[config.mk]
export PLATFORM = sky130hd
export DESIGN_NAME = sfcu_call_unit
export DESIGN_NICKNAME = d
export VERILOG_FILES = /design/src/sfcu_call_unit.v
export VERILOG_INCLUDE_DIRS = /design/src
export SDC_FILE = /design/constraint.sdc
export NUM_CORES = 1
export LEC_CHECK = 0
export BUFFER_PORTS_ARGS = -buffer_cell sky130_fd_sc_hd__buf_2
export CORE_MARGIN = 2
export CORE_UTILIZATION = 59
export DETAILED_ROUTE_END_ITERATION = 12
export PLACE_DENSITY = 0.87
export SYNTH_ARGS = -nofsm -noshare
export SYNTH_HDL_FRONTEND = slang
export SYNTH_SLANG_ARGS = --single-unit
[constraint.sdc]
create_clock -name clock -period 7.2 [get_ports clock]
set_input_delay 0 -clock clock [delete_from_list [all_inputs] [get_ports clock]]
set_output_delay 0 -clock clock [all_outputs]
set_load 0.1 [all_outputs]
[src/sfcu_defs.vh]
// Constants for the supervisory flash call unit
`ifndef SFCU_DEFS_VH
`define SFCU_DEFS_VH

// Function codes carried in the accumulator
`define SFCU_FC_BOOT 8'h00
`define SFCU_FC_READ 8'h01
`define SFCU_FC_WRITE 8'h02
`define SFCU_FC_ERASE 8'h03
`define SFCU_FC_EALL 8'h05
`define SFCU_FC_TABLE 8'h06
`define SFCU_FC_SUM 8'h07

// Guard key value and stack offset
`define SFCU_FIRST_GUARD_KEY_VAL 8'h3A
`define SFCU_SP_OFFSET 8'h03

// Result codes
`define SFCU_RC_OK 8'h00
`define SFCU_RC_PROT 8'h01
`define SFCU_RC_SWRST 8'h02
`define SFCU_RC_FATAL 8'h03

// Parameter block in data RAM
`define SFCU_PB_FIRST_GUARD_KEY 8'hF8
`define SFCU_PB_SECOND_GUARD_KEY 8'hF9
`define SFCU_PB_LEN 4'h7
`define SFCU_PI_FIRST_GUARD_KEY 3'h0
`define SFCU_PI_SECOND_GUARD_KEY 3'h1
`define SFCU_PI_BLOCK 3'h2
`define SFCU_PI_PTR 3'h3
`define SFCU_PI_DIV 3'h4
`define SFCU_PI_DELAY 3'h6

// Block geometry
`define SFCU_BLOCK_LAST 7'h3F
`define SFCU_TABLE_SHIFT 3

// Hidden row layout
`define SFCU_CAL_BASE 14'h0040
`define SFCU_TABLE_BASE 14'h0080

// Flash commands
`define SFCU_CMD_NONE 3'h0
`define SFCU_CMD_PROG 3'h1
`define SFCU_CMD_ERASE_BLK 3'h2
`define SFCU_CMD_ERASE_USER 3'h3
`define SFCU_CMD_ZERO_USER 3'h4
`define SFCU_CMD_ERASE_PROT 3'h5
`define SFCU_CMD_ZERO_PROT 3'h6

// Protection levels
`define SFCU_PROT_NONE 2'h0
`define SFCU_PROT_READ 2'h1
`define SFCU_PROT_FULL 2'h3

// APB register map
`define SFCU_REG_STATUS 12'h000
`define SFCU_REG_CTRL 12'h004
`define SFCU_REG_SCALE 12'h008
`define SFCU_SCALE_RST 8'h04

`endif

[src/sfcu_call_unit.v]
// Supervisory flash call unit: dispatcher, flash sequencer and APB registers
//
// Function
// RQ1 - Call opcode from user code enters the function dispatcher.
// RQ2 - Caller loads a function code into the accumulator first.
// RQ3 - Undefined function code from user code halts the processor.
// RQ4 - Caller fills the parameter block at F8h..FFh before non-boot calls.
// RQ5 - Caller writes 3Ah into the first guard key before every call.
// RQ6 - Caller loads second key with stack pointer plus three.
// RQ7 - Wrong guard key halts the processor, except for boot reset.
// RQ8 - Caller reserves enough stack for the requested function.
// RQ9 - Result code goes to first key location: 00h, 01h, 02h, 03h.
// RQ10 - Integrity sum and table read return data there, not result codes.
// RQ11 - Full erase: per macro erase, zero, erase; then protection erase, zero.
// RQ12 - Accumulator 00h runs boot reset; hardware reset forces it.
// RQ13 - Bad key with nonzero function code never runs boot reset.
// RQ14 - Boot reset checks calibration data with a 16-bit sum first.
// RQ15 - Read-protected block: exit with code 01h, accumulator and second_guard_key zero.
// RQ16 - Allowed read copies 64 bytes to RAM at pointer, zeros result.
// RQ17 - Block write moves 64 RAM bytes to flash unless write protected.
// RQ18 - Caller keeps the block index within the flash size.
// RQ19 - Divider sets write pulse length; divider and delay suit CPU speed.
// RQ20 - Protection may refuse read, write and erase; levels fixed at programming.
// RQ21 - Block erase refused with code 01h when write protected.
// RQ22 - Function code, keys and parameters latched once at call entry.
//
// Design decisions made here: the APB register port and the register offsets.
`timescale 1ns/100ps
`default_nettype none
`include "sfcu_defs.vh"

module sfcu_call_unit #(
  parameter NUM_MACROS = 2,
  parameter CAL_LEN = 8
) (
  input wire clock,
  input wire arst_n,
  input wire callStrobe,
  input wire [7:0] accIn,
  input wire [7:0] spIn,
  output reg busy,
  output reg haltCpu,
  output reg accWe,
  output reg [7:0] accOut,
  output reg [7:0] ramAddr,
  output reg ramWe,
  output reg [7:0] ramWrData,
  input wire [7:0] ramRdData,
  output reg [13:0] flashAddr,
  output reg flashHidden,
  output reg [2:0] flashCmd,
  output reg [1:0] flashMacro,
  output reg flashStrobe,
  output reg [7:0] flashWrData,
  input wire [7:0] flashRdData,
  output wire [7:0] protBlock,
  input wire [1:0] protLevel,
  input wire psel,
  input wire penable,
  input wire pwrite,
  input wire [11:0] paddr,
  input wire [31:0] pwdata,
  output reg [31:0] prdata,
  output wire pready,
  output wire pslverr
);

  localparam [3:0] S_IDLE = 4'h0;
  localparam [3:0] S_FETCH = 4'h1;
  localparam [3:0] S_CHECK = 4'h2;
  localparam [3:0] S_READ = 4'h3;
  localparam [3:0] S_WRITE = 4'h4;
  localparam [3:0] S_EALL = 4'h5;
  localparam [3:0] S_PULSE = 4'h6;
  localparam [3:0] S_DELAY = 4'h7;
  localparam [3:0] S_SUM = 4'h8;
  localparam [3:0] S_BOOT = 4'h9;
  localparam [3:0] S_FIN = 4'hA;
  localparam [3:0] S_HALTW = 4'hB;
  localparam [3:0] S_HALT = 4'hC;
  localparam [1:0] MACRO_TOP = NUM_MACROS - 1;

  reg [3:0] state;
  reg [3:0] retState;
  reg [7:0] fn;
  reg [7:0] spExpect;
  reg [7:0] par [0:6];
  reg [7:0] cnt;
  reg ph;
  reg [15:0] tmr;
  reg [15:0] sum;
  reg [15:0] sumRef;
  reg [7:0] result;
  reg resultOnly;
  reg bootPending;
  reg [7:0] lastRc;
  reg [1:0] eaPass;
  reg [1:0] eaMacro;
  reg [7:0] pulseScale;
  reg haltRelease;
  wire keyOk;
  wire apbWr;
  wire apbRd;
  wire apbHit;

  // Defined function codes; code 04h is a hole in the map
  function isDefined;
    input [7:0] code;
    begin
      isDefined = (code == `SFCU_FC_BOOT) || (code == `SFCU_FC_READ) ||
        (code == `SFCU_FC_WRITE) || (code == `SFCU_FC_ERASE) ||
        (code == `SFCU_FC_EALL) || (code == `SFCU_FC_TABLE) ||
        (code == `SFCU_FC_SUM);
    end
  endfunction

  // Refusal by protection level, for a read or a modifying access
  function refused;
    input [1:0] level;
    input forRead;
    begin
      if (forRead) begin
        refused = (level == `SFCU_PROT_READ) || (level == `SFCU_PROT_FULL);
      end else begin
        refused = (level == `SFCU_PROT_FULL);
      end
    end
  endfunction

  // Command sequence of full erase, indexed by pass and step
  function [2:0] eallCmd;
    input [1:0] pass;
    input [7:0] step;
    begin
      if (pass == 2'h0) begin
        eallCmd = (step[1:0] == 2'h1) ? `SFCU_CMD_ZERO_USER : `SFCU_CMD_ERASE_USER;
      end else begin
        eallCmd = (step[1:0] == 2'h1) ? `SFCU_CMD_ZERO_PROT : `SFCU_CMD_ERASE_PROT;
      end
    end
  endfunction

  // RQ7 key compare
  assign keyOk = (par[`SFCU_PI_FIRST_GUARD_KEY] == `SFCU_FIRST_GUARD_KEY_VAL) && (par[`SFCU_PI_SECOND_GUARD_KEY] == spExpect);
  assign protBlock = par[`SFCU_PI_BLOCK];

  // Zero-wait APB slave; unmapped addresses answer with an error
  assign pready = 1'b1;
  assign apbHit = (paddr == `SFCU_REG_STATUS) || (paddr == `SFCU_REG_CTRL) ||
    (paddr == `SFCU_REG_SCALE);
  assign pslverr = psel & penable & ~apbHit;
  assign apbWr = psel & penable & pwrite & apbHit;
  assign apbRd = psel & ~penable & ~pwrite;

  // Register writes; halt release is a write-one pulse
  always @(posedge clock or negedge arst_n) begin
    if (!arst_n) begin
      pulseScale <= `SFCU_SCALE_RST;
      haltRelease <= 1'b0;
    end else begin
      haltRelease <= apbWr && (paddr == `SFCU_REG_CTRL) && pwdata[0];
      if (apbWr && (paddr == `SFCU_REG_SCALE)) begin
        pulseScale <= pwdata[7:0];
      end
    end
  end

  // Read data captured in the setup cycle so it is stable in the access phase
  always @(posedge clock or negedge arst_n) begin
    if (!arst_n) begin
      prdata <= 32'h00000000;
    end else if (apbRd) begin
      case (paddr)
        `SFCU_REG_STATUS: prdata <= {6'h00, fn, lastRc, 4'h0, state, busy, haltCpu};
        `SFCU_REG_SCALE: prdata <= {24'h000000, pulseScale};
        default: prdata <= 32'h00000000;
      endcase
    end
  end

  // Dispatcher and flash sequencer
  always @(posedge clock or negedge arst_n) begin
    if (!arst_n) begin
      state <= S_IDLE;
      retState <= S_IDLE;
      fn <= 8'h00;
      spExpect <= 8'h00;
      par[0] <= 8'h00;
      par[1] <= 8'h00;
      par[2] <= 8'h00;
      par[3] <= 8'h00;
      par[4] <= 8'h00;
      par[5] <= 8'h00;
      par[6] <= 8'h00;
      cnt <= 8'h00;
      ph <= 1'b0;
      tmr <= 16'h0000;
      sum <= 16'h0000;
      sumRef <= 16'h0000;
      result <= 8'h00;
      resultOnly <= 1'b0;
      bootPending <= 1'b1;
      lastRc <= 8'h00;
      eaPass <= 2'h0;
      eaMacro <= 2'h0;
      busy <= 1'b1;
      haltCpu <= 1'b0;
      accWe <= 1'b0;
      accOut <= 8'h00;
      ramAddr <= 8'h00;
      ramWe <= 1'b0;
      ramWrData <= 8'h00;
      flashAddr <= 14'h0000;
      flashHidden <= 1'b0;
      flashCmd <= `SFCU_CMD_NONE;
      flashMacro <= 2'h0;
      flashStrobe <= 1'b0;
      flashWrData <= 8'h00;
    end else begin
      ramWe <= 1'b0;
      accWe <= 1'b0;
      case (state)
        S_IDLE: begin
          cnt <= 8'h00;
          ph <= 1'b0;
          sum <= 16'h0000;
          // RQ12 hardware reset forces boot
          if (bootPending) begin
            bootPending <= 1'b0;
            fn <= `SFCU_FC_BOOT;
            busy <= 1'b1;
            state <= S_BOOT;
          end else if (callStrobe) begin
            // RQ1 call entry; RQ22 latch code and stack once
            fn <= accIn;
            spExpect <= spIn + `SFCU_SP_OFFSET;
            busy <= 1'b1;
            state <= S_FETCH;
          end else begin
            busy <= 1'b0;
          end
        end
        S_FETCH: begin
          // RQ22 parameter block read once, address leads data by a cycle
          ramAddr <= `SFCU_PB_FIRST_GUARD_KEY + cnt;
          if (cnt != 8'h00) begin
            par[cnt[2:0] - 3'h1] <= ramRdData;
          end
          cnt <= cnt + 8'h01;
          if (cnt[3:0] == `SFCU_PB_LEN) begin
            cnt <= 8'h00;
            state <= S_CHECK;
          end
        end
        S_CHECK: begin
          result <= `SFCU_RC_OK;
          resultOnly <= 1'b0;
          eaPass <= 2'h0;
          eaMacro <= MACRO_TOP;
          if (!isDefined(fn)) begin
            // RQ3 undefined code halts
            state <= S_HALTW;
          end else if (fn == `SFCU_FC_BOOT) begin
            // RQ12 boot ignores keys and parameters
            state <= S_BOOT;
          end else if (!keyOk) begin
            // RQ7 RQ13 bad key halts, never boots
            state <= S_HALTW;
          end else if (fn == `SFCU_FC_READ) begin
            // RQ15 RQ20 read protection refusal
            if (refused(protLevel, 1'b1)) begin
              result <= `SFCU_RC_PROT;
              state <= S_FIN;
            end else begin
              state <= S_READ;
            end
          end else if ((fn == `SFCU_FC_WRITE) || (fn == `SFCU_FC_ERASE)) begin
            // RQ17 RQ21 write protection refusal
            if (refused(protLevel, 1'b0)) begin
              result <= `SFCU_RC_PROT;
              state <= S_FIN;
            end else if (fn == `SFCU_FC_WRITE) begin
              state <= S_WRITE;
            end else begin
              flashCmd <= `SFCU_CMD_ERASE_BLK;
              flashAddr <= {par[`SFCU_PI_BLOCK][7:0], 6'h00};
              flashHidden <= 1'b0;
              retState <= S_FIN;
              tmr <= 16'h0000;
              state <= S_PULSE;
            end
          end else if (fn == `SFCU_FC_EALL) begin
            state <= S_EALL;
          end else begin
            // RQ10 sum and table return data, no result code
            resultOnly <= 1'b1;
            state <= S_SUM;
          end
        end
        S_READ: begin
          // RQ16 copy 64 bytes flash to RAM at pointer
          if (!ph) begin
            flashAddr <= {par[`SFCU_PI_BLOCK][7:0], cnt[5:0]};
            flashHidden <= 1'b0;
            ph <= 1'b1;
          end else begin
            ramAddr <= par[`SFCU_PI_PTR] + cnt;
            ramWrData <= flashRdData;
            ramWe <= 1'b1;
            ph <= 1'b0;
            cnt <= cnt + 8'h01;
            if (cnt[6:0] == `SFCU_BLOCK_LAST) begin
              state <= S_FIN;
            end
          end
        end
        S_WRITE: begin
          // RQ17 fetch byte from RAM then program it
          if (cnt[6:0] == `SFCU_BLOCK_LAST + 7'h01) begin
            state <= S_FIN;
          end else if (!ph) begin
            ramAddr <= par[`SFCU_PI_PTR] + cnt;
            ph <= 1'b1;
          end else begin
            flashWrData <= ramRdData;
            flashAddr <= {par[`SFCU_PI_BLOCK][7:0], cnt[5:0]};
            flashHidden <= 1'b0;
            flashCmd <= `SFCU_CMD_PROG;
            ph <= 1'b0;
            cnt <= cnt + 8'h01;
            retState <= S_WRITE;
            tmr <= 16'h0000;
            state <= S_PULSE;
          end
        end
        S_EALL: begin
          // RQ11 user pass per macro, then protection pass per macro
          flashCmd <= eallCmd(eaPass, cnt);
          flashMacro <= eaMacro;
          retState <= S_EALL;
          tmr <= 16'h0000;
          if (eaPass == 2'h2) begin
            flashCmd <= `SFCU_CMD_NONE;
            state <= S_FIN;
          end else begin
            state <= S_PULSE;
            cnt <= cnt + 8'h01;
            if (cnt[1:0] == ((eaPass == 2'h0) ? 2'h2 : 2'h1)) begin
              cnt <= 8'h00;
              eaMacro <= eaMacro - 2'h1;
              if (eaMacro == 2'h0) begin
                eaMacro <= MACRO_TOP;
                eaPass <= eaPass + 2'h1;
              end
            end
          end
        end
        S_PULSE: begin
          // RQ19 pulse length scales with the divider parameter
          flashStrobe <= 1'b1;
          tmr <= tmr + 16'h0001;
          if (tmr == (({8'h00, par[`SFCU_PI_DIV]} + 16'h0001) * {8'h00, pulseScale})) begin
            flashStrobe <= 1'b0;
            tmr <= 16'h0000;
            state <= S_DELAY;
          end
        end
        S_DELAY: begin
          // RQ19 settle time from the delay parameter
          tmr <= tmr + 16'h0001;
          if (tmr[7:0] == par[`SFCU_PI_DELAY]) begin
            flashCmd <= `SFCU_CMD_NONE;
            state <= retState;
          end
        end
        S_SUM: begin
          // RQ10 sum of 64 bytes counting down from the indexed block's first byte, or one table byte
          if (!ph) begin
            flashHidden <= (fn == `SFCU_FC_TABLE);
            flashAddr <= (fn == `SFCU_FC_TABLE) ?
              (`SFCU_TABLE_BASE + {8'h00, par[`SFCU_PI_BLOCK][2:0], 3'h0}) :
              {par[`SFCU_PI_BLOCK][7:0], 6'h00} - {6'h00, cnt};
            ph <= 1'b1;
          end else begin
            ph <= 1'b0;
            if (fn == `SFCU_FC_TABLE) begin
              result <= flashRdData;
              state <= S_FIN;
            end else begin
              sum <= sum + {8'h00, flashRdData};
              result <= sum[7:0] + flashRdData;
              cnt <= cnt + 8'h01;
              if (cnt[6:0] == `SFCU_BLOCK_LAST) begin
                state <= S_FIN;
              end
            end
          end
        end
        S_BOOT: begin
          // RQ14 16-bit sum of calibration bytes, then stored reference
          if (!ph) begin
            flashHidden <= 1'b1;
            flashAddr <= `SFCU_CAL_BASE + {6'h00, cnt};
            ph <= 1'b1;
          end else begin
            ph <= 1'b0;
            cnt <= cnt + 8'h01;
            if (cnt < CAL_LEN) begin
              sum <= sum + {8'h00, flashRdData};
            end else if (cnt == CAL_LEN) begin
              sumRef[7:0] <= flashRdData;
            end else if ({sumRef[7:0], flashRdData} == sum) begin
              flashHidden <= 1'b0;
              busy <= 1'b0;
              state <= S_IDLE;
            end else begin
              state <= S_HALTW;
            end
          end
        end
        S_FIN: begin
          // RQ9 result code, then second_guard_key and accumulator cleared except for sum and table
          if (!ph) begin
            ramAddr <= `SFCU_PB_FIRST_GUARD_KEY;
            ramWrData <= result;
            ramWe <= 1'b1;
            if (!resultOnly) begin
              lastRc <= result;
            end
            ph <= 1'b1;
          end else begin
            ramAddr <= `SFCU_PB_SECOND_GUARD_KEY;
            ramWrData <= 8'h00;
            ramWe <= !resultOnly;
            accOut <= 8'h00;
            accWe <= !resultOnly;
            ph <= 1'b0;
            state <= S_IDLE;
          end
        end
        S_HALTW: begin
          // RQ9 fatal code written in the same cycle that halt is raised
          ramAddr <= `SFCU_PB_FIRST_GUARD_KEY;
          ramWrData <= `SFCU_RC_FATAL;
          ramWe <= 1'b1;
          lastRc <= `SFCU_RC_FATAL;
          haltCpu <= 1'b1;
          state <= S_HALT;
        end
        S_HALT: begin
          // Only software release or reset leaves the halt
          if (haltRelease) begin
            haltCpu <= 1'b0;
            busy <= 1'b0;
            state <= S_IDLE;
          end
        end
        default: begin
          state <= S_IDLE;
        end
      endcase
    end
  end

endmodule
`default_nettype wire

**After elaboration in Yosys (flattened, before gate mapping)**

Cells that the tools add are included.

- Register bits: 241
- Input bits: 84
- Output and inout bits: 99
- Logic and storage cells: 374

- Add/sub/neg operators: 14
- Multipliers: 1
- $lt $le $gt $ge: 3
- Equal/unequal tests: 70
- Multiplexer cells: 175
- Bitwise logic cells: 13
- Reduce and logical (&&, ||, !) cells: 61

Operator list:

| operator | count |
|---|---|
| two-way mux 16 bit | 14 |
| two-way mux 8 bit | 23 |
| two-way mux 14 bit | 13 |
| two-way mux 4 bit | 35 |
| one-hot mux 16 bit (5 select lines) | 1 |
| one-hot mux 14 bit (5 select lines) | 1 |
| inequality test 2 bit (second input constant) | 31 |
| bitwise mux 56 bit | 1 |
| one-hot mux 26 bit (2 select lines) | 1 |
| one-hot mux 4 bit (13 select lines) | 1 |
| one-hot mux 16 bit (3 select lines) | 1 |
| one-hot mux 8 bit (6 select lines) | 1 |
| two-way mux 1 bit | 47 |
| one-hot mux 8 bit (5 select lines) | 1 |
| two-way mux 3 bit | 13 |
| == test 16 bit | 2 |
| one-hot mux 8 bit (2 select lines) | 2 |
| demux 8 bit (select 3 bit) | 1 |
| == test 8 x 3 -> 1 bit (second input constant) | 3 |
| one-hot mux 8 bit (3 select lines) | 1 |
| == test 4 x 3 -> 1 bit (second input constant) | 5 |
| == test 4 bit (second input constant) | 5 |
| AND reduction 10 bit | 2 |
| two-way mux 2 bit | 9 |
| other kinds (65) | 123 |

**Depth between registers and ports, before layout**

Gate-level depths: netlist (run 1).

- Word-level depth: 16
- Depth in mapped cells: 23

**Worst setup path before layout (run 1)**

OpenSTA, ideal clock, no wires.

- Kind: register -> register
- Start: reg par[17] in the netlist's numbering
- End: reg state[0]
- Setup time: 0.128 ns
- Arrival time: 5.418 ns
- Setup slack: 1.654 ns
- Stages on the path, launching flop included: 20
- Cells stage by stage: dfrtp_1 -> ha_1 -> nand2_1 -> or2_2 -> xnor2_1 -> nand2_1 -> fa_1 -> fa_1 -> fa_1 -> fa_1 -> inv_1 -> ha_1 -> and3_4 -> a221oi_4 -> xnor2_1 -> a311oi_1 -> and4b_4 -> and2_4 -> o21ai_2 -> mux2_1

- Longest elaborated chain between the ends: 5

Ends and longest elaborated chain:

| element | line | source |
|---|---|---|
| from (decl) | sfcu_call_unit.v:87 | `reg [7:0] par [0:6];` |
| from (signal, indexed assignment) | sfcu_call_unit.v:247 | `par[cnt[2:0] - 3'h1] <= ramRdData;` |
| adder 8 x 1 -> 9 bit | sfcu_call_unit.v:362 | `` if (tmr == (({8'h00, par[`SFCU_PI_DIV]} + 16'h0001) * {8'h00, pulseScale})) begin `` |
| multiplier 9 x 8 -> 16 bit | sfcu_call_unit.v:362 |  |
| == test 16 bit | sfcu_call_unit.v:362 |  |
| inequality test 2 bit (no source line) | -- |  |
| AND reduction 12 bit (no source line) | -- |  |
| to (signal assigned) | sfcu_call_unit.v:373 | `state <= retState;` |
| to (decl) | sfcu_call_unit.v:83 | `reg [3:0] state;` |

Every way passes these cells.
A chain may end at the register's enable or synchronous reset.

**Worst setup path after layout (run 1)**

- Start: reg par[17] in the netlist's numbering
- End: reg tmr[11]

- Longest elaborated chain between the ends: 5

Ends and longest elaborated chain:

| element | line | source |
|---|---|---|
| adder 8 x 1 -> 9 bit | sfcu_call_unit.v:362 |  |
| multiplier 9 x 8 -> 16 bit | sfcu_call_unit.v:362 |  |
| == test 16 bit | sfcu_call_unit.v:362 |  |
| two-way mux 16 bit | sfcu_call_unit.v:362 |  |
| one-hot mux 16 bit (5 select lines) | sfcu_call_unit.v:222 | `case (state)` |
| to (signal assigned) | sfcu_call_unit.v:361 | `tmr <= tmr + 16'h0001;` |
| to (signal assigned) | sfcu_call_unit.v:370 | `tmr <= tmr + 16'h0001;` |
| to (decl) | sfcu_call_unit.v:90 | `reg [15:0] tmr;` |

Every way passes these cells.

==> results.md, run 1 <==
- Max stage delay on crit path: a little under 600 ps
- Max_cap viols: 0
- DR iter-0 viols: ~1400
- Multi-input logic area: about 8300 um^2
- Multiplexer share of the synthesized area: under 10%
- Pwr dens: approximately 400 nW/um^2
- Post-synthesis register bit count: between 200 and 250
- Synth Area in Simple Gates: between 15 and 20%
- CP Class: flip-flop to flip-flop
- Vias per cell: just over 6
- Synth Area in XOR/XNOR: under 10%
- Antenna Violating Nets Remaining: 0
- CTS Buf Count: 24
- RSZ-0062 raised after global routing: false
- Compound-Gate Fraction of Synth Area: between 10% and 20%
- Share of layout cells above drive strength 1: about 17%
- Crit path top cell by count: fa_1
- Vias in the first global route: between 10000 and 15000
- Register area share after synthesis: between 30% and 40%
- Core area: about 24000 um^2
- Rows: 57
- TritonCTS clock tree: done
- Most common cell after layout, fill and taps aside: dfrtp_1
- Most frequent cells in the layout: dfrtp_1, nand2_1, buf_2
- YS warnings: 0
- Final core utilization: between 60% and 70%
- Syn_area_per_cell: 9.36 um^2
- Slowest CP cell: fa_1
- Syn Std Cell Area: about 15000 um^2
- Post-synth ARST share: between 90% and 100%
- Crit path max fanout: 15
- Initial antenna violation count: 0
- Antenna Cells: 0
- CP endpoint kind: flip-flop
- Clock Latency Late Sink: roughly 530 ps
- Port Buffers: about 140
- Area Growth Syn to Fin: 14.4%
- Register area: roughly 5600 um^2
- CP Cell Sequence: ha_1 > nand2_1 > or2_2 > xnor2_1 > nand2_1 > fa_1 > fa_1 > fa_1 > fa_1 > inv_1 > ha_1 > xnor2_1 > o31ai_1 > a31oi_1 > a31oi_1 > nor4_2 > nand3_2 > nand2_4 > a21oi_1
- Fmax: 156 MHz
- Max VDD drop: slightly below 0.0005 V
- Main combinational cell family by area after synthesis: simple AND/OR/NAND/NOR gates
- Drt total wl: about 40000 um
- Max_slew headroom: 22.9%
- Clock sinks: between 200 and 250
- CP Data Arrival Time: about 6800 ps
- Final setup fails: 0
- Fin crit period: between 6000 and 7000 ps
- Post-CTS resize count: 0
- Req. time, crit path: between 7000 and 8000 ps
- Post-Synth Adder-Cell Area: 11.6%
- Total Routing Usage GR: a little under a third
- Post-synth EDFFs: 0
- First-pass GRT wire length: 64700 um
- Final net count: around 1900
- Reg clk slew, reported paths: 80 ps
- CP startpoint kind: flip-flop
- Clock Path Buffers: 3
- Final worst-path cycle share: about nine tenths
- Routed WL per cell: ~19 um
- Dpl hpwl: between 20000 and 30000 um
- Post-CTS Setup Bufs: 0
- Hold buffer count at cts: 56
- Drc violations: 0
- Hold Crit Class: input pin to async pin
- Die Width: 162 um
- GP Congestion: 0.948
- Cells after Synth: between 1500 and 2000
- H-tree depth: 1
- Fillers: 1747
- Die ar.: between 20000 and 30000 um^2
- Setup TNS: 0 ps
- Main synth FF type: dfrtp_1
- Largest net degree at the start of global routing: 82
- # IOs: roughly 180
- Clock root buffer: clkbuf_16
- Total gr overflow: 0
- Worst Skew: 18.6 ps
- Die Ht: about 160 um
- Tightest Pin Transition: around 1200 ps
- Yosys cell types: between 80 and 90
- Run status: finished clean
- Pins Over Slew Limit: 0
- Leak pwr: 7.84 nW
- Hold Vio Cnt, Final: 0
- Vias: between 10000 and 15000
- Initial core utilization: roughly three fifths
- Drt first pass iters: 6
-- routing by layer --
metal	track usage [%]	part of all wire [%]	vias to the layer above
li1	-	-	5737
met1	40.5	40	6144
met2	51.4	49	650
met3	4.37	7.8	120
met4	10.5	3.2	0
met5	0	0	-
-- registers in the layout (all words and copies together), names as in the netlist, 14 cells and up --
register	count
sum	16
tmr	16
flashAddr	14
prdata	24
par	40
-- worst max-delay path: cells and delay by family (launching register included) --
family	cells	cell delay, ps
xor gates and xnor gates	2	930
adders and majority gates	6	2760
and+or+nand+nor	6	1530
DFF	1	450
AOI/OAI and AO/OA	4	540
buffers and inverters	1	40
-- per-stage QoR --
stage                     total power [mW]  instances  cell area [um^2]  setup WS [ps]  hold slack [ps]
after floorplan                       4.73       1583             14700           1650             -296
after global placement                5.35       1966             15500           1060            -26.2
after detailed placement              5.46       1966             15500            921            -21.1
after CTS                             6.71       2066             16800            882             23.4
after global routing                  7.13       2066             16800            504             60.5
final                                 6.78       2066             16800            804             21.8
-- cell families (layout without fill, tap and decap cells) --
family,count (synthesis),in the layout
simple gates,557,557
compound gates,321,321
flops,224,224
buf+inv,178,337
fa+ha+maj,110,110
xor+xnor,94,94
mux,82,82
other cells,2,17
-- Yosys cell counts, types with 7 or more instances --
cell,n,share of area [%]
nand3_1,63,2.1
o21ai_0,91,3.1
o21a_1,8,0.41
a21o_1,18,0.92
and2_1,34,1.4
buf_2,13,0.44
buf_4,27,1.4
mux2_2,74,5.7
nand4_1,18,0.77
xnor2_1,43,2.6
a21oi_1,82,2.8
o31ai_1,9,0.46
nor2b_1,21,0.90
a221oi_1,12,0.72
a22o_1,9,0.54
nand2_1,193,4.9
fa_1,43,5.9
ha_1,67,5.7
o22a_1,9,0.54
inv_1,84,2.1
nor2_1,106,2.7
nor4_1,12,0.51
nand2b_1,20,0.85
dfrtp_1,221,38
clkbuf_1,49,1.3
nand3b_1,9,0.46
nor3_1,33,1.1
xor2_1,50,3.0
and3_1,7,0.30
a22oi_1,11,0.56
a31oi_1,11,0.47
-- path summary, 6_finish.rpt --
path,startpoint,to,slack (ps),cells past startpoint
worst max-delay path,par[17],tmr[11],800,19
worst min-delay path,arst_n,pulseScale[7],20,2
worst max register to register,par[17],tmr[11],800,19
worst min register to register,prdata[10],prdata[10],460,2
max in group asynchronous,arst_n,flashWrData[1],5770,3
min in group clock,protLevel[1],result[0],40,6
-- final cells by class --
type,count,share of cell area (%)
Clock inverter,7,0.283
Clock buffer,37,4.29
Multi-Input combinational cell,1181,49.6
Inverter,85,1.90
Timing Repair Buffer,208,8.09
Sequential cell,224,33.4
Tap cell,324,2.41
-- power by group --
group	switching (mW)	internal, mW	leakage [nW]
clock	0.527	0.693	0.373
combinational	2.63	0.992	4.60
sequential	0.335	1.61	2.87
total	3.49	3.29	7.84
Power figures use the tool's default switching activity.
==> run 2: changes to the inputs <==
--- a/config.mk
+++ b/config.mk
@@ -8,9 +8,9 @@
 export LEC_CHECK = 0
 export BUFFER_PORTS_ARGS = -buffer_cell sky130_fd_sc_hd__buf_2
 export CORE_MARGIN = 2
-export CORE_UTILIZATION = 59
+export CORE_UTILIZATION = 45
 export DETAILED_ROUTE_END_ITERATION = 12
-export PLACE_DENSITY = 0.87
+export PLACE_DENSITY = 0.7
 export SYNTH_ARGS = -nofsm -noshare
 export SYNTH_HDL_FRONTEND = slang
 export SYNTH_SLANG_ARGS = --single-unit
==> results.md, run 2 (same netlist as run 1, synthesis figures left out) <==
- Hold Vio Cnt, Final: 0 (unchanged)
- Crit path top cell by count: fa_1
- Max FFs per register: 40 (unchanged)
- CP Data Arrival Time: 6700 ps (-60 ps)
- Hold Path Depth: 6
- Total gr overflow: 0 (unchanged)
- Drt first pass iters: 5 (-1)
- Max stage delay on crit path: 690 ps (+110 ps)
- Req. time, crit path: 7600 ps (+40 ps)
- Final worst-path cycle share: 87.5% (-1.3 points)
- Net Sw Frac: 49.3% (-2.1 points)
- Power Total: 7.01 mW (+3.4%)
- First-pass GRT wire length: 63400 um (-2.1%)
- Max_slew headroom: 21.3% (-1.6 points)
- Clock sinks: 224 (unchanged)
- Final net count: 1923 (+0.26%)
- Crit path max fanout: 15 (unchanged)
- Run status: finished clean
- Sequential power share: 27.6% (-1.1 points)
- Most frequent cells in the layout: dfrtp_1, nand2_1, buf_2
- Sw Pwr: 3.46 mW (-0.85%)
- Most common cell after layout, fill and taps aside: dfrtp_1
- Tightest Pin Transition: 1180 ps (+24.5 ps)
- Reg with most FFs: par
- RSZ-0062 raised after global routing: false
- Leak pwr: 7.97 nW (+1.6%)
- Antenna Cells: 0 (unchanged)
- Core area: 32300 um^2 (+32%)
- H-tree depth: 1 (unchanged)
- CTS Buf Count: 26 (+8.3%)
- Worst hold margin: 13.1 ps (-8.73 ps)
- Pins Over Slew Limit: 0 (unchanged)
- Hold Crit Class: input pin to flip-flop
- Slowest CP cell: xnor2_1
- Share of layout cells above drive strength 1: 17.7% (+0.39 points)
- Antenna Violating Nets Remaining: 0 (unchanged)
- Die ar.: 34100 um^2 (+30%)
- Vias: 12200 (-3.6%)
- # IOs: 183 (unchanged)
- Pwr dens: 408 nW/um^2 (+1.1%)
- Drt total wl: 39100 um (-1.7%)
- Total Routing Usage GR: 23.1% (-7.3 points)
- Die Width: 185 um (+14%)
- Initial antenna violation count: 0 (unchanged)
- Fin crit period: 6300 ps (-93.2 ps)
- Clock Path Buffers: 3 (unchanged)
- Max VDD drop: 0.000441 V (-10%)
- Pint: 3.55 mW (+7.9%)
- Pre-CTS WS: 930 ps (+8.24 ps)
- Inst Count DP: 2086 (+6.1%)
- Fmax: 159 MHz (+1.5%)
- Port Buffers: 141 (unchanged)
- CP startpoint kind: flip-flop
- Drc violations: 0 (unchanged)
- Fillers: 2883 (+65%)
- Final instance area: 17200 um^2 (+2.3%)
- Dpl hpwl: 28000 um (+3.2%)
- Rows: 66 (+16%)
- Final core utilization: 53.2% (-16 points)
- R2R setup slack: 900 ps (+90 ps)
- Vias in the first global route: 12000 (-5.6%)
- Fin cells: 2191 (+6.1%)
- Vias per cell: 5.57 (-9.1%)
- Clock root buffer: clkbuf_16
- Final setup fails: 0 (unchanged)
- Reg clk slew, reported paths: 60 ps (-20 ps)
- GP Congestion: 0.904 (-4.6%)
- Worst Skew: 19.4 ps (+0.766 ps)
- Routed WL per cell: 17.8 um (-7.4%)
- Area Growth Syn to Fin: 17.0%
- Clock network fraction of design power: 21.3% (+3.3 points)
- Max_cap viols: 0 (unchanged)
- TritonCTS clock tree: done
- CP Class: flip-flop to flip-flop
- Die Ht: 185 um (+14%)
- Worst reg2reg path depth: 18 (-1)
- Comb power frac: 51.1% (-2.3 points)
- Initial core utilization: 45.4% (-15 points)
- DP Area: 15600 um^2 (+1.1%)
- Largest regs: par: 40 flops, prdata: 24 flops
- Clock Latency Late Sink: 540 ps (about the same)
- DR iter-0 viols: 1035 (-24%)
- CP endpoint kind: flip-flop
- Setup TNS: 0 ps (unchanged)
- Largest net degree at the start of global routing: 90 (+9.8%)
- CP Cell Sequence: ha_1 > nand3_1 > xnor2_1 > nand2_1 > fa_1 > fa_1 > fa_1 > fa_1 > inv_1 > ha_1 > xnor2_1 > o31ai_1 > a31oi_1 > a31oi_1 > nor4_2 > nand3_2 > nand2_4 > o211ai_1
- Fin worst setup slack: 897 ps (+93.2 ps)
- Post-CTS Setup Bufs: 0 (unchanged)
==> run 2: cell type report <==
class	count	area (um^2)	share of cell area (%)
repair buffers	211	1380	8.06
clock buffers	34	711	4.14
clock inverters	14	264	1.54
well taps	442	553	3.22
multi-input cells	1181	8330	48.5
inverters	85	319	1.86
flip-flops and latches	224	5610	32.7
==> run 2: power by group through the flow <==
stage	registers [mW]	clock network (mW)	logic, mW
6_report	1.94	1.49	3.58
5_1_grt	1.99	1.56	3.86
4_1_cts	1.93	1.52	3.57
3_5_place_dp	1.95	0	3.53
3_3_place_gp	1.94	0	3.47
2_1_floorplan	2.77	0	1.97
==> run 2: layer usage <==
metal  track usage, %  wire length [um]
met1             32.6             17300
met2             37.1             18300
met3             3.16              2360
met4             6.82              1120
met5                0                 0
==> run 2: repair_timing <==
action,in CTS,in global routing
hold buffers,57,0
setup endpoints to repair,0,0
endpoints found under the hold margin,195,0
resized for setup,0,0
==> run 2: final timing paths <==
kind | start | endpoint
worst max-delay path | par[17] | tmr[5]
min in group asynchronous | arst_n | prdata[14]
max in group asynchronous | arst_n | tmr[5]
worst min-delay path | protLevel[1] | result[0]
worst max register to register | par[17] | tmr[5]
worst min register to register | prdata[10] | prdata[10]
==> run 2: critical path, delay by kind of cell (launching register included) <==
| family | cells | cell delay (ps) |
|---|---|---|
| buf+inv | 1 | 40 |
| compound gates | 4 | 570 |
| xor+xnor | 2 | 1150 |
| fa+ha+maj | 6 | 2720 |
| simple gates | 5 | 1270 |
| flops | 1 | 400 |
==> run 3: changes to the inputs <==
--- a/config.mk
+++ b/config.mk
@@ -11,6 +11,8 @@
 export CORE_UTILIZATION = 45
 export DETAILED_ROUTE_END_ITERATION = 12
 export PLACE_DENSITY = 0.7
+export RECOVER_POWER = 50
+export SKIP_CTS_REPAIR_TIMING = 1
 export SYNTH_ARGS = -nofsm -noshare
 export SYNTH_HDL_FRONTEND = slang
 export SYNTH_SLANG_ARGS = --single-unit
==> results.md, run 3 (same netlist as run 1, synthesis figures left out) <==
- Worst r2r dst: tmr[5]
- CP Data Arrival Time: 6710 ps (about the same)
- Tightest Pin Transition: 4810 ps (+3630 ps)
- CP Class: flip-flop to flip-flop
- Reg with most FFs: par
- Hold Path Depth: 6 (unchanged)
- Pre-CTS WS: 930 ps (unchanged)
- Max_slew headroom: -221% (-240 points)
- Pins Over Slew Limit: 223 (+223)
- Met1 usage: 32.0% (-0.61 points)
- CP Buf/Inv Count: 1 (unchanged)
- Total gr overflow: 0 (unchanged)
- Max_cap viols: 4 (+4)
- Final net count: 1919 (-0.21%)
- Run status: complete, but fails checks
- Initial antenna violation count: 0 (unchanged)
- Crit path max fanout: 15 (unchanged)
- Drt total wl: 39000 um (-0.28%)
- Crit path top cell by count: fa_1
- H-tree depth: 1 (unchanged)
- Hold-critical path endpoint: result[0]
- First-pass GRT wire length: 61600 um (-2.9%)
- Hold Crit Class: input pin to flip-flop
- Req. time, crit path: 7600 ps (about the same)
- CP endpoint kind: flip-flop
- Vias per cell: 5.58 (+0.34%)
- Largest net degree at the start of global routing: 90 (unchanged)
- Pwr dens: 410 nW/um^2 (+0.30%)
- Fin worst setup slack: 891 ps (-6.61 ps)
- Routed WL per cell: 17.8 um (about the same)
- Max VDD drop: 0.000449 V (+1.8%)
- CP startpoint kind: flip-flop
- DP Area: 15600 um^2 (unchanged)
- GR Layer Usage met2: 35.9% (-1.2 points)
- Slowest CP cell: xnor2_1
- Clock root buffer: clkbuf_16
- Largest regs: par: 40 flops, prdata: 24 flops
- Final setup fails: 0 (unchanged)
- Fmax: 159 MHz (-0.11%)
- Max FFs per register: 40 (unchanged)
- Share of layout cells above drive strength 1: 12.7% (-5.1 points)
- GP Congestion: 0.904 (unchanged)
- Final instance area: 17000 um^2 (-1.0%)
- Power Total: 6.96 mW (-0.73%)
- Antenna Cells: 0 (unchanged)
- Failing checks: max-capacitance violations, max-slew violations
- Clock Path Buffers: 3 (unchanged)
- Worst reg2reg path depth: 18 (unchanged)
- Final worst-path cycle share: 87.6% (+0.092 points)
- Leak pwr: 7.65 nW (-3.9%)
- RSZ-0062 raised after global routing: false
- Vias in the first global route: 11600 (-3.1%)
- Die Ht: 185 um (unchanged)
- Max stage delay on crit path: 700 ps (about the same)
- Reg clk slew, reported paths: 60 ps (about the same)
- Fin crit period: 6310 ps (+6.61 ps)
- DR iter-0 viols: 1015 (-1.9%)
- Drc violations: 0 (unchanged)
- Hold Vio Cnt, Final: 0 (unchanged)
- Final core utilization: 52.6% (-0.55 points)
- TritonCTS clock tree: done
- Clock sinks: 224 (unchanged)
- Core area: 32300 um^2 (unchanged)
- Antenna Violating Nets Remaining: 0 (unchanged)
- Worst Skew: 19.1 ps (-0.259 ps)
- CP Cell Sequence: ha_1 > nand3_1 > xnor2_1 > nand2_1 > fa_1 > fa_1 > fa_1 > fa_1 > inv_1 > ha_1 > xnor2_1 > o31ai_1 > a31oi_1 > a31oi_1 > nor4_2 > nand3_2 > nand2_4 > o211ai_1
- Area Growth Syn to Fin: 15.8%
- Port Buffers: 141 (unchanged)
- Rows: 66 (unchanged)
- R2R setup slack: 890 ps (about the same)
- GRT Max-Usage Layer: met2
- GR Util met3: 3.14% (-0.020 points)
- Min-delay src: protLevel[1]
- Drt first pass iters: 5 (unchanged)
- Die ar.: 34100 um^2 (unchanged)
- Dpl hpwl: 28000 um (unchanged)
- CP delay by family, top: adder cells
- # IOs: 183 (unchanged)
- Inst Count DP: 2086 (unchanged)
- Clock Latency Late Sink: 540 ps (about the same)
- Worst hold margin: 15.4 ps (+2.35 ps)
- CTS Buf Count: 26 (unchanged)
- Initial core utilization: 45.4% (unchanged)
- Die Width: 185 um (unchanged)
- Setup TNS: 0 ps (unchanged)
- Most common cell after layout, fill and taps aside: dfrtp_1
- Fin cells: 2187 (-0.18%)
- Vias: 12200 (+0.16%)
- Worst r2r src: par[17]
- Most frequent cells in the layout: dfrtp_1, nand2_1, nor2_1
- Total Routing Usage GR: 22.4% (-0.66 points)
-- run 3: changes by cell type in the layout (fill, tap and decap cells not counted) --
cell | before | now
dlygate4sd3_1 | 57 | 53
buf_2 | 140 | 58
buf_4 | 13 | 8
clkbuf_1 | 5 | 91
mux2_1 | 2 | 4
nor4b_1 | 0 | 1
mux2_2 | 74 | 72
clkbuf_2 | 0 | 2
buf_8 | 1 | 0
nor4b_2 | 1 | 0
-- run 3: power by group --
part	total (mW)	switching, mW	internal, mW
Sequential	1.94	0.334	1.61
Combinational	3.53	2.58	0.948
Clock	1.49	0.543	0.949
-- run 3: how the worst max path moves through the flow --
| stage | cells past startpoint | startpoint | to |
|---|---|---|---|
| floorplan | 19 | par[17] | state[0] |
| finish | 18 | par[17] | tmr[5] |
| CTS | 18 | par[17] | tmr[5] |
| global route | 3 | arst_n | tmr[5] |
| global placement | 18 | par[17] | tmr[5] |
| detailed placement | 18 | par[17] | tmr[5] |
-- run 3: cell type report --
type / instances / area (um^2)
clock buffer: 34 / 711
fill: 2932 / 15300
timing repair buffer: 207 / 1210
sequential: 224 / 5610
tap: 442 / 553
inverter: 85 / 319
multi-input combinational: 1181 / 8320
clock inverter: 14 / 264
-- run 3: worst min-delay path: stages --
cell and delay [ps]:
buf_2 110, nand2_1 50, nand2_1 60, nand4_1 80, o21ai_0 70, mux2_2 140
-- run 3: metal layers --
metal / routed length, um / part of all wire [%]
met1: 17200 / 44
met2: 18400 / 47
met3: 2430 / 6.2
met4: 960 / 2.5
met5: 0 / 0
